[src/hw/pfsel_regs.vh]
// Purpose: constants for the pin function select block
// Assumes: 32-bit Avalon-MM register bus, word addressed by byte offset
// Notes: all select fields reset to the primary function
`ifndef PFSEL_REGS_VH
`define PFSEL_REGS_VH
`define PFSEL_ADDR_W 4
// register byte offsets
`define PFSEL_OFS_FUNC 4'h0
`define PFSEL_OFS_CLOCK_OUTPUT_PIN 4'h4
`define PFSEL_OFS_GDIR 4'h8
`define PFSEL_OFS_GOUT 4'hc
`define PFSEL_NREG 4
// function register fields
`define PFSEL_B6_LSB 0
`define PFSEL_B7_LSB 2
`define PFSEL_B4_LSB 4
`define PFSEL_RST_BIT 6
`define PFSEL_JTAG_BIT 7
`define PFSEL_CKMODE_BIT 8
`define PFSEL_SWIRE_BIT 9
// two-bit selector codes for port B pins
`define PFSEL_SEL_GPIO 2'h0
`define PFSEL_SEL_ALT1 2'h1
`define PFSEL_SEL_ALT2 2'h2
// clock output source codes
`define PFSEL_CKO_OFF 2'h0
`define PFSEL_CKO_MSTR 2'h1
`define PFSEL_CKO_IPB 2'h2
`define PFSEL_CKO_OSC 2'h3
// reset values
`define PFSEL_FUNC_RST 32'h0000_0000
`define PFSEL_CLOCK_OUTPUT_PIN_RST 32'h0000_0000
`define PFSEL_GDIR_RST 32'h0000_0000
`define PFSEL_GOUT_RST 32'h0000_0000
// internal reset release delay in clock cycles
`define PFSEL_RST_CYCLES 16
`endif

[src/hw/pfsel_regfile.v]
// Purpose: small register store with registered read data
// Assumes: one write or one read per cycle
// Notes: each word resets to its own value
`default_nettype none
module pfsel_regfile #(
  parameter N = 4,
  parameter AW = 2,
  parameter [N*32-1:0] RST = {N*32{1'b0}}
) (
  input wire i_clock,
  input wire i_reset_n,
  input wire i_we,
  input wire [AW-1:0] i_waddr,
  input wire [31:0] i_wdata,
  input wire [3:0] i_be,
  input wire [AW-1:0] i_raddr,
  output reg [31:0] o_rdata,
  output wire [N*32-1:0] o_all
);
  reg [31:0] mem_q [0:N-1];
  genvar g;
  generate
    for (g = 0; g < N; g = g + 1) begin : w
      integer b;
      always @(posedge i_clock or negedge i_reset_n) begin
        if (!i_reset_n) begin
          mem_q[g] <= RST[g*32 +: 32];
        end else if (i_we && i_waddr == g) begin
          for (b = 0; b < 4; b = b + 1) begin
            if (i_be[b]) begin
              mem_q[g][b*8 +: 8] <= i_wdata[b*8 +: 8];
            end
          end
        end
      end
      assign o_all[g*32 +: 32] = mem_q[g];
    end
  endgenerate
  always @(posedge i_clock or negedge i_reset_n) begin
    if (!i_reset_n) begin
      o_rdata <= 32'h0000_0000;
    end else begin
      o_rdata <= mem_q[i_raddr];
    end
  end
endmodule
`default_nettype wire

[src/hw/pfsel_top.v]
// Purpose: pin function select for shared pins and the reset pin
// Assumes: Avalon-MM slave, 100 MHz clock, pins synchronous to it
// Notes: reads take two cycles; writes one
// Summary of operation
// - after reset every pin takes primary function
// - each gpio bit has own direction
// - b6 pin: gpio default, clock input by mode
// - low reset pin holds chip in reset
// - internal reset released synchronously after fixed cycles
// - clock output picks off, master, bus, oscillator
// - serial transmit pin bidirectional in single wire
// - test pins default to test port, else port d
//
// Register access over Avalon-MM and the register addresses were left to the implementer.
`default_nettype none
`include "pfsel_regs.vh"
module pfsel_top #(
  parameter RST_CYCLES = `PFSEL_RST_CYCLES
) (
  input wire i_clock,
  input wire i_reset_n,
  input wire i_por_n,
  input wire i_watchdog_reset,
  input wire i_soft_reset,
  // avalon-mm slave
  input wire [`PFSEL_ADDR_W-1:0] i_address,
  input wire i_read,
  input wire i_write,
  input wire [31:0] i_writedata,
  input wire [3:0] i_byteenable,
  output wire [31:0] o_readdata,
  output wire o_waitrequest,
  output reg o_chip_reset_n,
  // clock sources for the clock output
  input wire i_master_system_clock,
  input wire i_peripheral_bus_clock,
  input wire i_oscillator_clock_unit,
  // peripheral sides
  input wire i_tx_data,
  output reg o_rx_data,
  input wire i_sda_out_n,
  output reg o_sda_in,
  input wire i_scl_out_n,
  output reg o_scl_in,
  input wire i_tmr0_out,
  input wire i_tmr0_oe,
  output reg o_tmr0_in,
  output reg o_external_clock_input,
  output wire o_clock_source_mode_bit,
  input wire i_tdo,
  input wire i_tdo_en,
  output reg o_tck,
  output reg o_tms,
  output reg o_tdi,
  // gpio input view, bit 7 down to 0: d1, d0, d3, d2, a7, b4, b7, b6
  output reg [7:0] o_gpio_in,
  // pins: b6, b7, b4, reset/a7, tck, tms, tdi, tdo
  input wire [7:0] i_pin,
  output reg [7:0] o_pin,
  output reg [7:0] o_pin_oe_n
);
  localparam P_B6 = 0;
  localparam P_B7 = 1;
  localparam P_B4 = 2;
  localparam P_RST = 3;
  localparam P_TCK = 4;
  localparam P_TMS = 5;
  localparam P_TDI = 6;
  localparam P_TDO = 7;

  // ****************************************
  // bus slave
  // ****************************************
  localparam [`PFSEL_NREG*32-1:0] RST_ALL = {`PFSEL_GOUT_RST,
    `PFSEL_GDIR_RST, `PFSEL_CLOCK_OUTPUT_PIN_RST, `PFSEL_FUNC_RST};
  reg rd_busy_q;
  reg rd_busy_d;
  wire [`PFSEL_NREG*32-1:0] regs;
  wire [31:0] func;
  wire [31:0] clock_output_pin;
  wire [31:0] gdir;
  wire [31:0] gout;
  wire [31:0] mem_rdata;
  wire known;
  assign known = (i_address[1:0] == 2'h0);
  assign o_waitrequest = i_read & ~rd_busy_q;
  assign o_readdata = (rd_busy_q && known) ? mem_rdata : 32'h0000_0000;
  always @* begin
    rd_busy_d = i_read & ~rd_busy_q;
  end
  always @(posedge i_clock or negedge i_reset_n) begin
    if (!i_reset_n) begin
      rd_busy_q <= 1'b0;
    end else begin
      rd_busy_q <= rd_busy_d;
    end
  end
  // misaligned writes are dropped; registers sit on word offsets
  pfsel_regfile #(
    .N(`PFSEL_NREG),
    .AW(2),
    .RST(RST_ALL)
  ) u_regs (
    .i_clock(i_clock),
    .i_reset_n(i_reset_n),
    .i_we(i_write & known),
    .i_waddr(i_address[3:2]),
    .i_wdata(i_writedata),
    .i_be(i_byteenable),
    .i_raddr(i_address[3:2]),
    .o_rdata(mem_rdata),
    .o_all(regs)
  );
  assign func = regs[31:0];
  assign clock_output_pin = regs[63:32];
  assign gdir = regs[95:64];
  assign gout = regs[127:96];

  // ****************************************
  // selections
  // ****************************************
  wire [1:0] sel_b6 = func[`PFSEL_B6_LSB +: 2];
  wire [1:0] sel_b7 = func[`PFSEL_B7_LSB +: 2];
  wire [1:0] sel_b4 = func[`PFSEL_B4_LSB +: 2];
  wire rst_gpio = func[`PFSEL_RST_BIT];
  wire jtag_gpio = func[`PFSEL_JTAG_BIT];
  wire ck_mode = func[`PFSEL_CKMODE_BIT];
  wire single_wire = func[`PFSEL_SWIRE_BIT];
  assign o_clock_source_mode_bit = ck_mode;

  // ****************************************
  // reset pin and internal reset release
  // ****************************************
  // pin reset only counts while the pin still holds its reset role
  wire ext_rst = ~i_pin[P_RST] & ~rst_gpio;
  wire any_rst = ext_rst | i_watchdog_reset | i_soft_reset;
  reg [15:0] rcnt_q;
  always @(posedge i_clock or negedge i_por_n) begin
    if (!i_por_n) begin
      rcnt_q <= 16'h0000;
      o_chip_reset_n <= 1'b0;
    end else if (any_rst) begin
      rcnt_q <= 16'h0000;
      o_chip_reset_n <= 1'b0;
    end else if (rcnt_q < RST_CYCLES[15:0]) begin
      rcnt_q <= rcnt_q + 16'h0001;
    end else begin
      o_chip_reset_n <= 1'b1;
    end
  end

  // clock output source selection
  function ck_pick;
    input [1:0] s;
    input m;
    input p;
    input o;
    begin
      case (s)
        `PFSEL_CKO_MSTR: ck_pick = m;
        `PFSEL_CKO_IPB: ck_pick = p;
        `PFSEL_CKO_OSC: ck_pick = o;
        default: ck_pick = 1'b0;
      endcase
    end
  endfunction
  wire ck_out = ck_pick(clock_output_pin[1:0], i_master_system_clock,
    i_peripheral_bus_clock, i_oscillator_clock_unit);

  // ****************************************
  // pin drive, registered outputs
  // ****************************************
  // gpio bit order: 0=b6 1=b7 2=b4 3=a7 4..7=d2,d3,d0,d1
  reg [7:0] pin_d;
  reg [7:0] oe_n_d;
  integer k;
  always @* begin
    for (k = 0; k < 8; k = k + 1) begin
      pin_d[k] = gout[k];
      oe_n_d[k] = ~gdir[k];
    end
    case (sel_b6)
      `PFSEL_SEL_ALT2: begin
        pin_d[P_B6] = 1'b0;
        oe_n_d[P_B6] = i_sda_out_n;
      end
      `PFSEL_SEL_ALT1: oe_n_d[P_B6] = 1'b1;
      default: ;
    endcase
    if (ck_mode) begin
      oe_n_d[P_B6] = 1'b1;
    end
    case (sel_b7)
      `PFSEL_SEL_ALT1: begin
        pin_d[P_B7] = i_tx_data;
        // single wire: line released while transmitting a one
        oe_n_d[P_B7] = single_wire & i_tx_data;
      end
      `PFSEL_SEL_ALT2: begin
        pin_d[P_B7] = 1'b0;
        oe_n_d[P_B7] = i_scl_out_n;
      end
      default: ;
    endcase
    case (sel_b4)
      `PFSEL_SEL_ALT1: begin
        pin_d[P_B4] = i_tmr0_out;
        oe_n_d[P_B4] = ~i_tmr0_oe;
      end
      `PFSEL_SEL_ALT2: begin
        pin_d[P_B4] = ck_out;
        oe_n_d[P_B4] = 1'b0;
      end
      default: ;
    endcase
    pin_d[P_RST] = 1'b0;
    oe_n_d[P_RST] = ~(rst_gpio & gdir[P_RST] & ~gout[P_RST]);
    if (!jtag_gpio) begin
      oe_n_d[P_TCK] = 1'b1;
      oe_n_d[P_TMS] = 1'b1;
      oe_n_d[P_TDI] = 1'b1;
      pin_d[P_TDO] = i_tdo;
      oe_n_d[P_TDO] = ~i_tdo_en;
    end
  end
  always @(posedge i_clock or negedge i_reset_n) begin
    if (!i_reset_n) begin
      o_pin <= 8'h00;
      o_pin_oe_n <= 8'hff;
      o_gpio_in <= 8'h00;
      o_rx_data <= 1'b1;
      o_sda_in <= 1'b1;
      o_scl_in <= 1'b1;
      o_tmr0_in <= 1'b0;
      o_external_clock_input <= 1'b0;
      o_tck <= 1'b1;
      o_tms <= 1'b1;
      o_tdi <= 1'b1;
    end else begin
      o_pin <= pin_d;
      o_pin_oe_n <= oe_n_d;
      o_gpio_in <= i_pin;
      // peripherals see idle levels unless they own the pin
      o_rx_data <= (sel_b6 == `PFSEL_SEL_ALT1) ? i_pin[P_B6] :
        (single_wire && sel_b7 == `PFSEL_SEL_ALT1) ? i_pin[P_B7] : 1'b1;
      o_sda_in <= (sel_b6 == `PFSEL_SEL_ALT2) ? i_pin[P_B6] : 1'b1;
      o_scl_in <= (sel_b7 == `PFSEL_SEL_ALT2) ? i_pin[P_B7] : 1'b1;
      o_tmr0_in <= (sel_b4 == `PFSEL_SEL_ALT1) ? i_pin[P_B4] : 1'b0;
      o_external_clock_input <= ck_mode & i_pin[P_B6];
      o_tck <= jtag_gpio ? 1'b1 : i_pin[P_TCK];
      o_tms <= jtag_gpio ? 1'b1 : i_pin[P_TMS];
      o_tdi <= jtag_gpio ? 1'b1 : i_pin[P_TDI];
    end
  end
endmodule
`default_nettype wire

[config.mk]
export PLATFORM = sky130hd
export DESIGN_NAME = pfsel_top
export DESIGN_NICKNAME = d
export VERILOG_FILES = /design/src/hw/pfsel_regfile.v /design/src/hw/pfsel_top.v
export VERILOG_INCLUDE_DIRS = /design/src /design/src/hw
export SDC_FILE = /design/constraint.sdc
export NUM_CORES = 1
export LEC_CHECK = 0
export BUFFER_PORTS_ARGS = -buffer_cell sky130_fd_sc_hd__clkbuf_2
export CORE_UTILIZATION = 61
export DETAILED_ROUTE_END_ITERATION = 8
export HOLD_SLACK_MARGIN = 0.12
export PLACE_DENSITY = 0.88
export SETUP_SLACK_MARGIN = 0.5
export SLEW_MARGIN = 25
export SYNTH_ARGS = -nofsm -noshare
export SYNTH_HDL_FRONTEND = slang
export SYNTH_HIERARCHICAL = 1
export SYNTH_SLANG_ARGS = --single-unit
[constraint.sdc]
create_clock -name i_clock -period 3.16 [get_ports i_clock]
set_input_delay 0.158 -clock i_clock [delete_from_list [all_inputs] [get_ports i_clock]]
set_output_delay 0.158 -clock i_clock [all_outputs]
set_load 0.02 [all_outputs]
# ---- Word-level counts from Yosys, hierarchy flattened
# Cells that the tools add are included.
dict set report word_totals {
  output_inout_bits 67
  word_cells 122
  reg_bits 209
}
dict set report op_classes {
  addsub 1
  n_lt_le_gt_ge 2
  mux 26
  eq_ne 13
  reduce_logical 25
  bitwise_logic 24
}
# cell count
set ops {}
lappend ops {{two-way mux 32 bit} 3}
lappend ops {{binary-select mux 32 bit (select 2 bit)} 1}
lappend ops {{two-way mux 16 bit} 2}
lappend ops {{AND reduction 2 bit} 16}
lappend ops {{adder 16 x 1 -> 16 bit, second input constant} 1}
lappend ops {{less-than comparator 16 x 5 -> 1 bit, second input constant} 1}
lappend ops {{equality test 2 bit, second input constant} 7}
lappend ops {{NOT 1 bit} 14}
lappend ops {{two-way mux 1 bit} 13}
lappend ops {{equality test 2 x 1 -> 1 bit, second input constant} 5}
lappend ops {{one-hot mux 1 bit (2 select lines)} 5}
lappend ops {{AND 1 bit} 7}
lappend ops {{logical AND 1 bit} 6}
lappend ops {{logical NOT 2 bit} 2}
lappend ops {{two-way mux 4 bit} 1}
lappend ops {{>= comparator 3 bit, second input constant} 1}
lappend ops {{NOT 2 -> 3 bit} 1}
lappend ops {{one-hot mux 1 bit (3 select lines)} 1}
lappend ops {{inequality test 2 bit, second input constant} 1}
lappend ops {{OR 1 bit} 2}
lappend ops {{nonzero test 2 bit} 1}

# ---- Longest topological paths before layout
dict set report depth {
  word_depth 5
  mapped_depth 5
  ltp_nobuf 5
}

# ---- Hierarchy
# Netlist, hierarchy kept.
# mod n_inst area_each_um2 cells_per_inst
set modules_own_cells {}
lappend modules_own_cells {pfsel_regfile 1 6608.8 351}
lappend modules_own_cells {pfsel_top 1 2095.8 182}

# ---- Worst setup path after synthesis
# Ideal clock, no wire load.
dict set report synth_timing {
  kind {flip-flop to flip-flop}
  from {register rcnt_q[7]}
  to {register o_chip_reset_n}
  path_buffers 1
  setup_slack_ps 1414
  path_stages_with_launch 5
  arrival_ps 1627
  required_ps 3041
  path_cell_list {dfrtp_1 or4_1 buf_2 or4_1 and2_1}
}
dict set report synth_via {
  elab_chain_len 2
}
# item line_no
set synth_lines {}
lappend synth_lines {{start, declared} pfsel_top.v:137} ;# reg [15:0] rcnt_q;
lappend synth_lines {{start signal, assigned} pfsel_top.v:146} ;# rcnt_q <= rcnt_q + 16'h0001;
lappend synth_lines {{less-than comparator 16 x 5 -> 1 bit} pfsel_top.v:145} ;# end else if (rcnt_q < RST_CYCLES[15:0]) begin
lappend synth_lines {{inequality test 2 bit (no source line)} -}
lappend synth_lines {{end signal, assigned} pfsel_top.v:141} ;# o_chip_reset_n <= 1'b0;
lappend synth_lines {{end signal, assigned} pfsel_top.v:144} ;# o_chip_reset_n <= 1'b0;
lappend synth_lines {{end signal, assigned} pfsel_top.v:148} ;# o_chip_reset_n <= 1'b1;
lappend synth_lines {{end, declared} pfsel_top.v:33} ;# output reg o_chip_reset_n,
# No other way between the ends.
# A chain may end at the register's enable or synchronous reset.

# ---- Worst setup path after layout
dict set report layout_timing {
  from {register u_regs.mem_q, in the netlist u_regs/o_all[6]}
  to {register rcnt_q[2]}
}
dict set report layout_via {
  elab_chain_len 5
}
# item line_no
set layout_lines {}
lappend layout_lines {{start, declared} pfsel_regfile.v:20} ;# reg [31:0] mem_q [0:N-1];
lappend layout_lines {{start signal, assigned by index} pfsel_regfile.v:27} ;# mem_q[g] <= RST[g*32 +: 32];
lappend layout_lines {{start signal, assigned by index} pfsel_regfile.v:31} ;# mem_q[g][b*8 +: 8] <= i_wdata[b*8 +: 8];
lappend layout_lines {{NOT 1 bit *} pfsel_top.v:135} ;# wire ext_rst = ~i_pin[P_RST] & ~rst_gpio;
lappend layout_lines {{AND 1 bit *} pfsel_top.v:135}
lappend layout_lines {{OR 1 bit * (2 in series)} pfsel_top.v:136} ;# wire any_rst = ext_rst | i_watchdog_reset | i_soft_reset;
lappend layout_lines {{two-way mux 16 bit or nonzero test 2 bit (tied branches)} -}
# Every way passes the cells marked *; elsewhere a longest branch is shown, timed or not.

==> metrics.cfg <==
[synthesis]
synth_nets=605
ys_top_cells_by_area=dfrtp_1 56%, mux2_2 17%, mux4_2 8.3%, dfstp_2 4.2%, and2_1 3.2%
synthFlopType=dfrtp_1
synth_top_area_cell=dfrtp_1
synth_area_per_cell_um2=16.33
ys_async_sr_fraction_pct=100.0
synth_seq_cells=209
seq_area_frac_synth_pct=60.28
yosysUniqueCellTypes=42
synth_top_cell_area_share_pct=56.06
ys_warn_count=6
synth_cells=533
netlist_area_um2=8705
synth_edf_count=0

[placed_design]
place_area_um2=9510
numPortBuffers=130
routabilityCongestion=0.7687
dp_cells=826
detailed_place_hpwl_um=11190

[drt]
via_count=5228
ant_nets=0
drt_iter0_drc=258
wl_per_cell_um=19.91
route.detailed.drc=0
totalWireLength_um=18250
via_per_inst=5.701
dr.pass1.iters=4

[timing]
finalSetupViolCount=0
rsz0062_at_grt=no
finalHoldViolCount=0
finClkSkew_ns=0.01075
clock.fmax_ghz=0.4117
period_needed_ns=2.429
fin_setup_tns_ns=0
tightest_slew_ns=0.9204
period_share_pct=76.87
slew-limit-headroom_pct=38.64
maxSlewViolCount=0

[pwr]
power_density_nw_per_um2=632.8
p_seq_share_pct=50.8
clkPwrFrac_pct=33.6
comb_power_share_pct=15.5
switching_share_pct=24.86
intPower_mw=5.081
total_power_mw=6.762
vdd.ir_drop.worst_uv=600.7
p_sw_mw=1.681
p_leak_nw=5.209

[layout]
post-route-util_pct=76.99
drive_gt1_share_pct=49.39
layout.cells.non_filler=917
nNetsFinal=795
areaGrowthSynthToFinish_pct=22.77
diodes=0
fin_area_um2=10690

[setup_path]
arrival_ns=2.85
crit_type=flop to flop
r2r_slack_ns=0.73
critPathMaxFanout=6
cp.required_ns=3.58
start_kind=flop
end_kind=flop

[floorplan]
boundaryPins=132
die_h_um=121.5
start_util_pct=62.71
fp-row-count=43
die_w_um=121.5
core_area_um2=13880
die-area_um2=14750

[grt]
grt_pass1_vias=5693
grtUsageTotal_pct=26.03
grt_pass1_wl_um=29200
grt_max_degree=110
grt_antenna_before_repair=0
overflow=0

[cts]
cts_made_buffers=21
ctsLongestPathBuffers=3
clk_pin_slew_ns=0.07
tritoncts=built
clk_latency_ns=0.48
htree_levels=1
clock_sinks=209
root_buffer=clkbuf_16
post_cts_buffers=0
cts_hold_buf=54
cts_resized=0

[min_path]
min_path_type=primary input to asynchronous set/reset pin

[outcome]
outcome=complete, no violations

[job]
max-cap-violations=0

[metrics by stage]
stage                     setup WS [ns]  hold WS (ns)
after global routing             0.6636        0.1649
after CTS                        0.8803        0.1432
after floorplan                   1.414       -0.1376
after detailed placement          1.125        0.1134
after global placement            1.144       0.09481
final                            0.7308        0.1488
[power groups by stage]
stage	clock network (mW)	logic (mW)	registers (mW)
2_1_floorplan	0	0.621	3.46
3_3_place_gp	0	0.939	3.43
3_5_place_dp	0	0.995	3.46
4_1_cts	2.31	1.06	3.43
5_1_grt	2.41	1.14	3.48
6_report	2.27	1.05	3.44
[cells in the mapped netlist, types with 5 or more instances]
master and count:
or4_1 7, nand2_1 6, dfrtp_1 195, clkbuf_1 6
inv_1 12, nand4b_4 8, dfstp_2 14, ha_1 7
buf_4 8, mux4_2 32, a21oi_1 5, mux2i_1 5
mux2_2 129, and2_1 45
[cell usage in the layout (no fill, tap or decap), types with 2 or more instances in the layout]
| cell | n |
|---|---|
| nor3b_2 | 2 |
| buf_4 | 7 |
| ha_1 | 7 |
| nand3_1 | 2 |
| nor4_1 | 4 |
| clkbuf_16 | 21 |
| clkbuf_2 | 128 |
| nor2b_1 | 3 |
| inv_1 | 12 |
| mux2i_1 | 5 |
| and2_1 | 45 |
| mux2_2 | 129 |
| nor2_1 | 3 |
| or2_2 | 3 |
| o2111ai_1 | 2 |
| nand4b_4 | 8 |
| mux4_2 | 32 |
| nand2_1 | 6 |
| clkbuf_1 | 8 |
| clkinv_2 | 4 |
| dfrtp_1 | 195 |
| dlygate4sd3_1 | 54 |
| nand2b_1 | 2 |
| nand4_4 | 4 |
| a21oi_1 | 5 |
| or4_1 | 7 |
| and4bb_2 | 4 |
| o21a_1 | 2 |
| clkbuf_8 | 5 |
| dfstp_2 | 14 |
[metal layers]
metal,share of wire [%],GRT usage [%],up-vias
met5,0,0,-
met4,3.0,9.491,0
met3,4.3,3.477,48
met2,52,44.57,190
met1,40,34.17,2669
li1,-,-,2321
[worst max-delay path: stages, from the launching register on]
cell	delay (ns)
dfrtp_1	0.47
nor2_1	0.12
or4_1	0.43
dlygate4sd3_1	0.59
mux2i_1	0.16
dlygate4sd3_1	0.60
[state kept, by name, indices dropped and copies added, names as in the netlist]
| register | count |
|---|---|
| u_regs/o_all | 128 |
| u_regs/o_rdata | 32 |
| rcnt_q | 16 |
| o_gpio_in | 8 |
| o_pin_oe_n | 8 |
| o_pin | 7 |
| o_chip_reset_n | 1 |
| o_external_clock_input | 1 |
| o_rx_data | 1 |
| o_scl_in | 1 |
| o_sda_in | 1 |
| o_tck | 1 |
| o_tdi | 1 |
| o_tmr0_in | 1 |
| o_tms | 1 |
| rd_busy_q | 1 |
[path summary, 6_finish.rpt]
| path | startpoint | end | depth (start not counted) |
|---|---|---|---|
| setup / recovery | u_regs/o_all[6]$_DFFE_PN0P_ | rcnt_q[2]$_DFFE_PN0P_ | 5 |
| hold / removal | i_por_n | rcnt_q[3]$_DFFE_PN0P_ | 2 |
| setup reg to reg | u_regs/o_all[6]$_DFFE_PN0P_ | rcnt_q[2]$_DFFE_PN0P_ | 5 |
| hold reg to reg | u_regs/o_all[102]$_DFFE_PN0P_ | o_pin[6]$_DFF_PN0_ | 0 |
| max in group asynchronous | i_reset_n | o_scl_in$_DFF_PN1_ | 3 |
| min in group i_clock | i_peripheral_bus_clock | o_pin[2]$_DFF_PN0_ | 4 |
[final cells by class]
cell class | count | area, um^2
Sequential cell | 209 | 5248
Multi-Input combinational cell | 288 | 3271
Fill cell | 769 | 3194
Timing Repair Buffer | 191 | 1267
Clock buffer | 33 | 610.6
Tap cell | 180 | 225.2
Inverter | 12 | 45.04
Clock inverter | 4 | 20.02
[logic make-up after synthesis]
| kind of cell | Yosys count | share of synthesized area [%] |
|---|---|---|
| flip-flops | 209 | 60.28 |
| multiplexers | 166 | 25.54 |
| AND/OR/NAND/NOR | 97 | 9.415 |
| buffers and inverters | 36 | 2.314 |
| AO/OA/AOI/OAI | 17 | 1.394 |
| adder cells (fa/ha/maj) | 7 | 1.006 |
| other | 1 | 0.04308 |
No activity file was read; power rests on OpenSTA's default activity.
